==> src/include/tcph_pkg.sv <==
// Purpose: Constants and types for the USB-C display port connect handshake block.
// Assumes: One 50 MHz clock, asynchronous active-high reset.
// Notes: Behaviour list below; tags mark the logic in the design files.
//
// Behaviour
// Software clears safe-mode-exit bit when not using main link or AUX, then aborts.
// Software reads control register first; all ones means powered down, no write.
// Device reports PHY-mode status one once firmware switched lane to DP mode.
// PHY-mode status reading all ones means disconnected; software aborts connect.
// Software sets safe-mode-exit bit; device holds and presents it to firmware.
// Live connection state reading all ones means nothing connected; software aborts.
// No connection of either kind: software clears bit, skipping write if all ones.
// Tunneled connection: software clears bit and follows tunneled flow.
// Native USB-C: software continues, reads lane assignment for maximum lane count.
// DP alternate and static: AUX select legacy, power via non-tunneled request.
// Tunneled: AUX select tunnel path, power via tunnel request.
// Static flow: cold exit command, then finish steps within 500 ms.
// Static flow: device asserts AUX power state; software fails after 10 us.
// Static HDMI assumes four lanes; static DP derives lanes from sink data.
// Software gives early disconnect before long non-serviceable sleep states.
// Disconnect: mode-set disable, then AUX power off; keep AUX select unchanged.
// Non-tunneled disconnect clears safe-mode-exit bit; skip if register reads all ones.
// Static disconnect: cold exit command, then clear bit within 500 ms.
// Software finishes disconnect before starting any connect flow.
// Software turns off assigned but unused lanes via per-lane enable field.
// USB-C reversal done by lane mux; legacy reversal by buffer control boot setting.
// In cold state, mux and PHY register reads return all ones, writes ignored.
// Cold exit: mailbox run/busy with command 0x12, poll 1 ms, then wait 1 ms.
// Device holds safe-mode-exit bit as last written, unaffected by firmware status.
package tcph_pkg;
	localparam int unsigned TCPH_CLK_HZ = 50_000_000;
	localparam int unsigned TCPH_REG_W = 32;
	localparam int unsigned TCPH_LANES = 4;
	localparam logic [TCPH_REG_W-1:0] TCPH_ALL_ONES = 32'hFFFF_FFFF;
	// Register indices inside the little register array.
	localparam logic [1:0] TCPH_IDX_CTRL = 2'h0;
	localparam logic [1:0] TCPH_IDX_PMS = 2'h1;
	localparam logic [1:0] TCPH_IDX_LIVE = 2'h2;
	localparam logic [1:0] TCPH_IDX_MLE = 2'h3;
	// Field positions.
	localparam int unsigned TCPH_SAFE_EXIT_BIT = 0;
	localparam int unsigned TCPH_PHY_MODE_BIT = 0;
	localparam int unsigned TCPH_LIVE_LSB = 0;
	localparam int unsigned TCPH_LANE_LSB = 4;
	localparam int unsigned TCPH_MLE_LSB = 0;
	// Live connection codes.
	localparam logic [1:0] TCPH_LIVE_NONE = 2'h0;
	localparam logic [1:0] TCPH_LIVE_NATIVE = 2'h1;
	localparam logic [1:0] TCPH_LIVE_TUNNEL = 2'h2;
	// Reset values.
	localparam logic [TCPH_REG_W-1:0] TCPH_CTRL_RST = 32'h0000_0000;
	localparam logic [TCPH_LANES-1:0] TCPH_MLE_RST = 4'hF;
	// AUX power settle: state follows request after this time.
	localparam int unsigned TCPH_AUX_SETTLE_NS = 1000;
	localparam int unsigned TCPH_AUX_SETTLE_CYC = TCPH_AUX_SETTLE_NS / (1_000_000_000 / TCPH_CLK_HZ);
	localparam int unsigned TCPH_AUX_CNT_W = 8;
	// Cold exit holds off re-entry for this long.
	localparam int unsigned TCPH_HOLD_MS = 500;
	localparam int unsigned TCPH_HOLD_CYC = TCPH_HOLD_MS * (TCPH_CLK_HZ / 1000);
	localparam int unsigned TCPH_EXIT_MS = 1;
	localparam int unsigned TCPH_EXIT_CYC = TCPH_EXIT_MS * (TCPH_CLK_HZ / 1000);
	localparam int unsigned TCPH_CNT_W = 25;
	localparam logic [7:0] TCPH_CMD_COLD_EXIT = 8'h12;

	typedef enum logic [2:0] {
		TCPH_COLD = 3'b001,
		TCPH_EXITING = 3'b010,
		TCPH_AWAKE = 3'b100
	} tcph_pwr_t;
endpackage
==> src/design/tcph_regs.sv <==
// Purpose: Four-word register store with registered read data.
// Assumes: Single write and single read port, same clock.
// Notes: Read data lag the address by one cycle.
`timescale 1ns/1ps
module tcph_regs (
	// Clock and reset
	input wire logic sys_clk,
	input wire logic rst,
	// Write port
	input wire logic wr_en,
	input wire logic [1:0] wr_idx,
	input wire logic [tcph_pkg::TCPH_REG_W-1:0] wr_data,
	// Read port
	input wire logic [1:0] rd_idx,
	output logic [tcph_pkg::TCPH_REG_W-1:0] rd_data,
	// Direct view of the control and lane-enable words
	output logic [tcph_pkg::TCPH_REG_W-1:0] word_ctrl,
	output logic [tcph_pkg::TCPH_REG_W-1:0] word_mle
);
	import tcph_pkg::*;
	logic [TCPH_REG_W-1:0] mem_q [4];

	genvar g;
	generate
		for (g = 0; g < 4; g++) begin : g_word
			always_ff @(posedge sys_clk or posedge rst) begin
				if (rst) begin
					mem_q[g] <= (g == TCPH_IDX_MLE) ? {{(TCPH_REG_W-TCPH_LANES){1'b0}}, TCPH_MLE_RST} : TCPH_CTRL_RST;
				end else if (wr_en && wr_idx == 2'(g)) begin
					mem_q[g] <= wr_data;
				end
			end
		end
	endgenerate

	always_ff @(posedge sys_clk or posedge rst) begin
		if (rst) begin
			rd_data <= TCPH_CTRL_RST;
		end else begin
			rd_data <= mem_q[rd_idx];
		end
	end

	assign word_ctrl = mem_q[TCPH_IDX_CTRL];
	assign word_mle = mem_q[TCPH_IDX_MLE];
endmodule // tcph_regs

==> src/design/tcph_top.sv <==
// Purpose: Device side of the USB-C display port connect handshake.
// Assumes: Inputs synchronous to sys_clk; firmware drives phy mode, live state and lane assignment.
// Notes: Register access is a simple indexed port; read data arrive two cycles after sw_rd_en.
`timescale 1ns/1ps
module tcph_top (
	// Clock and reset
	input wire logic sys_clk,
	input wire logic rst,
	// Software register port
	input wire logic sw_wr_en,
	input wire logic sw_rd_en,
	input wire logic [1:0] sw_idx,
	input wire logic [tcph_pkg::TCPH_REG_W-1:0] sw_wdata,
	output logic [tcph_pkg::TCPH_REG_W-1:0] sw_rdata,
	output logic sw_rvalid,
	// Software cold-exit mailbox
	input wire logic mbox_wr,
	input wire logic [7:0] mbox_cmd,
	output logic mbox_busy,
	// Firmware side status
	input wire logic fw_cold_req,
	input wire logic fw_phy_dp_mode,
	input wire logic [1:0] fw_live_state,
	input wire logic [3:0] fw_lane_assign,
	// AUX power
	input wire logic aux_pwr_req_legacy,
	input wire logic aux_pwr_req_tunnel,
	output logic aux_pwr_state,
	// Lane reversal
	input wire logic usbc_connector,
	input wire logic boot_reversal,
	output logic ctrl_lane_reverse,
	// Outputs to firmware and lane mux
	output logic safe_mode_exit_bit,
	output logic [tcph_pkg::TCPH_LANES-1:0] per_lane_enable_field,
	output logic cold_state
);
	import tcph_pkg::*;

	tcph_pwr_t pwr_q;
	logic [TCPH_CNT_W-1:0] tmr_q;
	logic [TCPH_AUX_CNT_W-1:0] aux_cnt_q;
	logic aux_req;
	logic cold;
	logic wr_ok;
	logic rd_q;
	logic [1:0] rd_idx_q;
	logic [TCPH_REG_W-1:0] mem_rd;
	logic [TCPH_REG_W-1:0] word_ctrl;
	logic [TCPH_REG_W-1:0] word_mle;
	logic [TCPH_REG_W-1:0] status_word;

	function automatic logic hold_off(input logic [TCPH_REG_W-1:0] ctrl, input logic areq);
		// Safe-mode exit or AUX power request keeps the subsystem out of the cold state.
		hold_off = ctrl[TCPH_SAFE_EXIT_BIT] | areq;
	endfunction

	assign aux_req = aux_pwr_req_legacy | aux_pwr_req_tunnel;
	assign cold = (pwr_q == TCPH_COLD);
	assign wr_ok = sw_wr_en && !cold;

	// Cold state machine; a mailbox exit holds the block awake for the hold-off window.
	always_ff @(posedge sys_clk or posedge rst) begin
		if (rst) begin
			pwr_q <= TCPH_COLD;
			tmr_q <= '0;
		end else begin
			unique case (pwr_q)
				TCPH_COLD: begin
					if (mbox_wr && mbox_cmd == TCPH_CMD_COLD_EXIT) begin
						pwr_q <= TCPH_EXITING;
						tmr_q <= TCPH_CNT_W'(TCPH_EXIT_CYC - 1);
					end else if (!fw_cold_req) begin
						pwr_q <= TCPH_AWAKE;
						tmr_q <= '0;
					end
				end
				TCPH_EXITING: begin
					if (tmr_q == '0) begin
						pwr_q <= TCPH_AWAKE;
						tmr_q <= TCPH_CNT_W'(TCPH_HOLD_CYC - 1);
					end else begin
						tmr_q <= tmr_q - 1'b1;
					end
				end
				TCPH_AWAKE: begin
					if (tmr_q != '0) begin
						tmr_q <= tmr_q - 1'b1;
					end else if (fw_cold_req && !hold_off(word_ctrl, aux_req)) begin
						pwr_q <= TCPH_COLD;
					end
				end
				default: begin
					pwr_q <= TCPH_COLD;
					tmr_q <= '0;
				end
			endcase
		end
	end

	// The busy flag clears once the exit completes, a full 1 ms after the command, equal to the 1 ms poll limit.
	assign mbox_busy = (pwr_q == TCPH_EXITING);

	tcph_regs u_regs (
		.sys_clk(sys_clk),
		.rst(rst),
		.wr_en(wr_ok),
		.wr_idx(sw_idx),
		.wr_data(sw_wdata),
		.rd_idx(sw_idx),
		.rd_data(mem_rd),
		.word_ctrl(word_ctrl),
		.word_mle(word_mle)
	);

	// Status words are built live from the firmware inputs.
	always_comb begin
		status_word = '0;
		unique case (rd_idx_q)
			TCPH_IDX_PMS: status_word[TCPH_PHY_MODE_BIT] = fw_phy_dp_mode;
			TCPH_IDX_LIVE: begin
				status_word[TCPH_LIVE_LSB +: 2] = fw_live_state;
				status_word[TCPH_LANE_LSB +: 4] = fw_lane_assign;
			end
			default: status_word = mem_rd;
		endcase
	end

	always_ff @(posedge sys_clk or posedge rst) begin
		if (rst) begin
			rd_q <= 1'b0;
			rd_idx_q <= TCPH_IDX_CTRL;
		end else begin
			rd_q <= sw_rd_en;
			rd_idx_q <= sw_idx;
		end
	end

	// Status is sampled at the read edge so a cold entry in between still reads all ones.
	always_ff @(posedge sys_clk or posedge rst) begin
		if (rst) begin
			sw_rdata <= TCPH_ALL_ONES;
		end else if (rd_q) begin
			sw_rdata <= cold ? TCPH_ALL_ONES : status_word;
		end
	end

	always_ff @(posedge sys_clk or posedge rst) begin
		if (rst) begin
			sw_rvalid <= 1'b0;
		end else begin
			sw_rvalid <= rd_q;
		end
	end

	// AUX power state follows the request after a short settle, and never in cold state.
	always_ff @(posedge sys_clk or posedge rst) begin
		if (rst) begin
			aux_cnt_q <= '0;
		end else if (!aux_req || cold) begin
			aux_cnt_q <= '0;
		end else if (aux_cnt_q != TCPH_AUX_CNT_W'(TCPH_AUX_SETTLE_CYC)) begin
			aux_cnt_q <= aux_cnt_q + 1'b1;
		end
	end

	assign aux_pwr_state = (aux_cnt_q == TCPH_AUX_CNT_W'(TCPH_AUX_SETTLE_CYC));

	// Held value is the software copy only; firmware inputs never touch it.
	assign safe_mode_exit_bit = word_ctrl[TCPH_SAFE_EXIT_BIT];
	assign per_lane_enable_field = word_mle[TCPH_MLE_LSB +: TCPH_LANES];
	assign cold_state = cold;
	// With a USB-C connector the mux reverses, so the controller stays unreversed.
	assign ctrl_lane_reverse = usbc_connector ? 1'b0 : boot_reversal;
endmodule // tcph_top

==> config.mk <==
export PLATFORM = sky130hd
export DESIGN_NAME = tcph_top
export DESIGN_NICKNAME = d
export VERILOG_FILES = /design/src/include/tcph_pkg.sv /design/src/design/tcph_regs.sv /design/src/design/tcph_top.sv
export SDC_FILE = /design/constraint.sdc
export NUM_CORES = 1
export LEC_CHECK = 0
export ABC_CLOCK_PERIOD_IN_PS = 9710
export BUFFER_PORTS_ARGS = -buffer_cell sky130_fd_sc_hd__buf_2
export CAP_MARGIN = 40
export CELL_PAD_IN_SITES_DETAIL_PLACEMENT = 1
export CELL_PAD_IN_SITES_GLOBAL_PLACEMENT = 2
export CORE_UTILIZATION = 41
export DETAILED_ROUTE_END_ITERATION = 8
export PLACE_DENSITY = 0.79
export SLEW_MARGIN = 20
export SYNTH_ARGS = -nofsm -noshare
export SYNTH_HDL_FRONTEND = slang
export SYNTH_SLANG_ARGS = --single-unit
==> constraint.sdc <==
create_clock -name sys_clk -period 9.71 [get_ports sys_clk]
set_input_delay 1.4565 -clock sys_clk [delete_from_list [all_inputs] [get_ports sys_clk]]
set_output_delay 1.4565 -clock sys_clk [all_outputs]
set_load 0.1 [all_outputs]
==> flow_summary.yaml <==
outcome:
  outcome: "complete, no violations"
setup_path:
  crit_path_frequent_cell: "inv_1"
  arrival_ns: 2.38
  crit_type: "register to output pin"
  slowest_delay_ns: 0.47
  crit_family: "buffers and inverters"
  critPathLaunchType: "register"
  worstPathCellList: "inv_1 -> ha_1 -> nand4b_1 -> or4_1 -> inv_1 -> buf_2"
  cp_max_fo: 4
  worst-path-buf-inv: 3
  critPathRequiredTime_ns: 8.25
  endpoint_kind: "output pin"
  critPathSlowestCell: "or4_1"
power_and_ir_drop:
  p_sw_frac: 0.291
  p_int_uw: 1910
  comb_power_share: 0.183
  leakagePower_uw: 0.00495
  power.share.sequential: 0.456
  switchingPower_uw: 786
  total_power_uw: 2700
  power_frac_clock: 0.361
  powerDensity_mw_per_mm2: 229
  ir_drop_uv: 156
floorplan:
  die_y_um: 158
  core_mm2: 0.0237
  initial_core_util: 0.423
  rows: 56
  die_width_um: 158
  dieArea_mm2: 0.0251
  pin_count: 101
timing:
  hold_viol: 0
  finalCritPeriodShare: 0.395
  slew_violations: 0
  relSlewSlack: 0.412
  grt_setup_unrepaired: "no"
  fmax_ghz: 0.260
  setup_viol: 0
  finalSetupTns_ns: 0
  max_slew.worst_pin.slew_ns: 0.875
  period_needed_ns: 3.84
  skew_ns: 0.0121
logic_synthesis:
  synth_area_leaders: "dfrtp_1 (49%), mux2_2 (15%), dfstp_2 (9.7%)"
  ys_ff_latch: 232
  synth-edff-count: 0
  synth_cell_types: 54
  synth.avg_cell_area_um2: 13.2
  synth_area_mm2: 0.0100
  syn_inst: 760
  yosysTopAreaCellShare: 0.487
  synth.most_common_cell: "dfrtp_1"
  synth_ff_type: "dfrtp_1"
  async_flop_share: 1.00
  syn-num-nets: 825
  synth.largest_area_cell: "dfrtp_1"
  ys.warnings.count: 0
  ys_seq_area_frac: 0.584
  ys_top_cells_by_count: "dfrtp_1 (195), mux2_2 (129), a21oi_1 (70)"
routing:
  drt_iter0_drc: 372
  ant_nets: 0
  num_vias: 6587
  drt_wl_total_mm: 24.7
  via_per_inst: 5.51
  route.detailed.drc: 0
  drt_first_pass_iters: 4
  wire_per_inst_um: 20.7
global_routing:
  grt_max_degree: 109
  grtUsageTotal: 0.209
  grt_pass1_wl_mm: 40.6
  grt_overflow: 0
  antenna_found_initial: 2
  grt_pass1_vias: 7420
clocking:
  htreeDepth: 1
  clock_path_buffers: 3
  hold_buffers: 0
  cts_root_buf: "clkbuf_16"
  cts_resized: 0
  cts_tree: "done"
  cts_buffers: 26
  insertion_delay_ns: 0.53
  cts.clk_slew.worst_paths_ns: 0.06
  cts_setup_buffers: 0
  clkSinkCount: 232
finish:
  drive_gt1_frac: 0.421
  antenna_cells: 0
  layout.cells.non_filler: 1196
  fillers: 2500
  fin_nets: 922
  area_growth_pct: 17.9
placed_design:
  hpwl_mm: 15.9
  numPortBuffers: 100
  place_inst: 1143
  globalplace.congestion: 0.796
run:
  maxCapViolations: 0
worst_hold_path:
  hold_class: "register to register"
-- worst paths after layout --
check | startpoint | end | slack (ns) | depth (start not counted)
worst min register to register | sw_rdata[2]$_DFFE_PP1P_ | sw_rdata[2]$_DFFE_PP1P_ | 0.49 | 2
min in group asynchronous | rst | u_regs.mem_q[69]$_DFFE_PP0P_ | 0.81 | 2
worst max-delay path | aux_cnt_q[0]$_DFFE_PP0P_ | aux_pwr_state | 5.87 | 6
worst max register to register | tmr_q[16]$_DFFE_PP0P_ | tmr_q[14]$_DFFE_PP0P_ | 6.31 | 6
worst min-delay path | sw_rdata[2]$_DFFE_PP1P_ | sw_rdata[2]$_DFFE_PP1P_ | 0.49 | 2
max in group asynchronous | rst | sw_rdata[0]$_DFFE_PP1P_ | 7.57 | 5
-- cell families (layout without fill, tap and decap cells) --
| group | count (synthesis) | in the layout | share of synthesized area |
|---|---|---|---|
| simple gates | 166 | 166 | 0.0822 |
| mux | 161 | 161 | 0.217 |
| flops | 232 | 232 | 0.584 |
| compound gates | 130 | 130 | 0.0766 |
| buf+inv | 57 | 174 | 0.0252 |
| xor+xnor | 8 | 8 | 0.00700 |
| fa+ha+maj | 6 | 6 | 0.00750 |
-- final cells by class --
class	count	area, um^2	share of cell area
sequential	232	5850	0.496
multi-input combinational	471	3920	0.332
clock buffer	40	753	0.0638
timing repair buffer	117	736	0.0623
tap	319	399	0.0338
clock inverter	8	106	0.00901
inverter	9	41.3	0.00350
-- worst register-to-register path: stages (launching register included) --
cell	delay, ns
dfrtp_1	0.45
or4_4	0.60
or4_1	0.65
nor4b_4	0.75
nor2_1	0.38
a221oi_1	0.36
nand2_1	0.09
-- placed cells by master (no fill, tap or decap), types with 7 or more instances in the layout --
cell type / n
buf_4: 9
dfstp_2: 37
a21oi_1: 70
dfrtp_1: 194
mux2_2: 129
inv_1: 8
nor2_1: 62
nand3_1: 7
o21ai_0: 15
nor3_1: 14
mux4_2: 32
o211ai_1: 7
nand2_1: 31
buf_2: 100
clkbuf_16: 26
o21ai_1: 9
nor4_1: 9
clkbuf_1: 9
-- state kept, by name (all words and copies together) (netlist names), 2 cells and up --
register / cells
tmr_q: 25
u_regs.mem_q: 64
u_regs.word_mle: 32
rd_idx_q: 2
u_regs.word_ctrl: 32
u_regs.rd_data: 32
sw_rdata: 32
aux_cnt_q: 8
pwr_q: 3
-- power by group through the flow --
stage          clock (uW)  combinational (uW)  sequential [uW]
2_1_floorplan           0                 250             1370
3_3_place_gp            0                 473             1230
3_5_place_dp            0                 494             1240
4_1_cts              1000                 498             1230
5_1_grt              1040                 529             1250
6_report              975                 495             1230
-- routing by layer --
| layer | GRT usage | vias to the layer above | share of wire |
|---|---|---|---|
| li1 | - | 2949 | - |
| met2 | 0.359 | 123 | 0.50 |
| met1 | 0.273 | 3458 | 0.44 |
| met5 | 0 | - | 0.0011 |
| met3 | 0.0348 | 53 | 0.039 |
| met4 | 0.0600 | 4 | 0.025 |
-- per-stage QoR --
step	cell area [um^2]	hold slack, ns	utilization	setup slack, ns
after floorplan	10000	0.352	-	1.95
after global placement	10800	0.473	0.455	5.95
after detailed placement	10900	0.479	0.458	5.91
after CTS	11700	0.493	0.495	5.83
after global routing	11800	0.509	0.499	5.73
final	11800	0.489	0.499	5.87
Power figures use the tool's default switching activity.
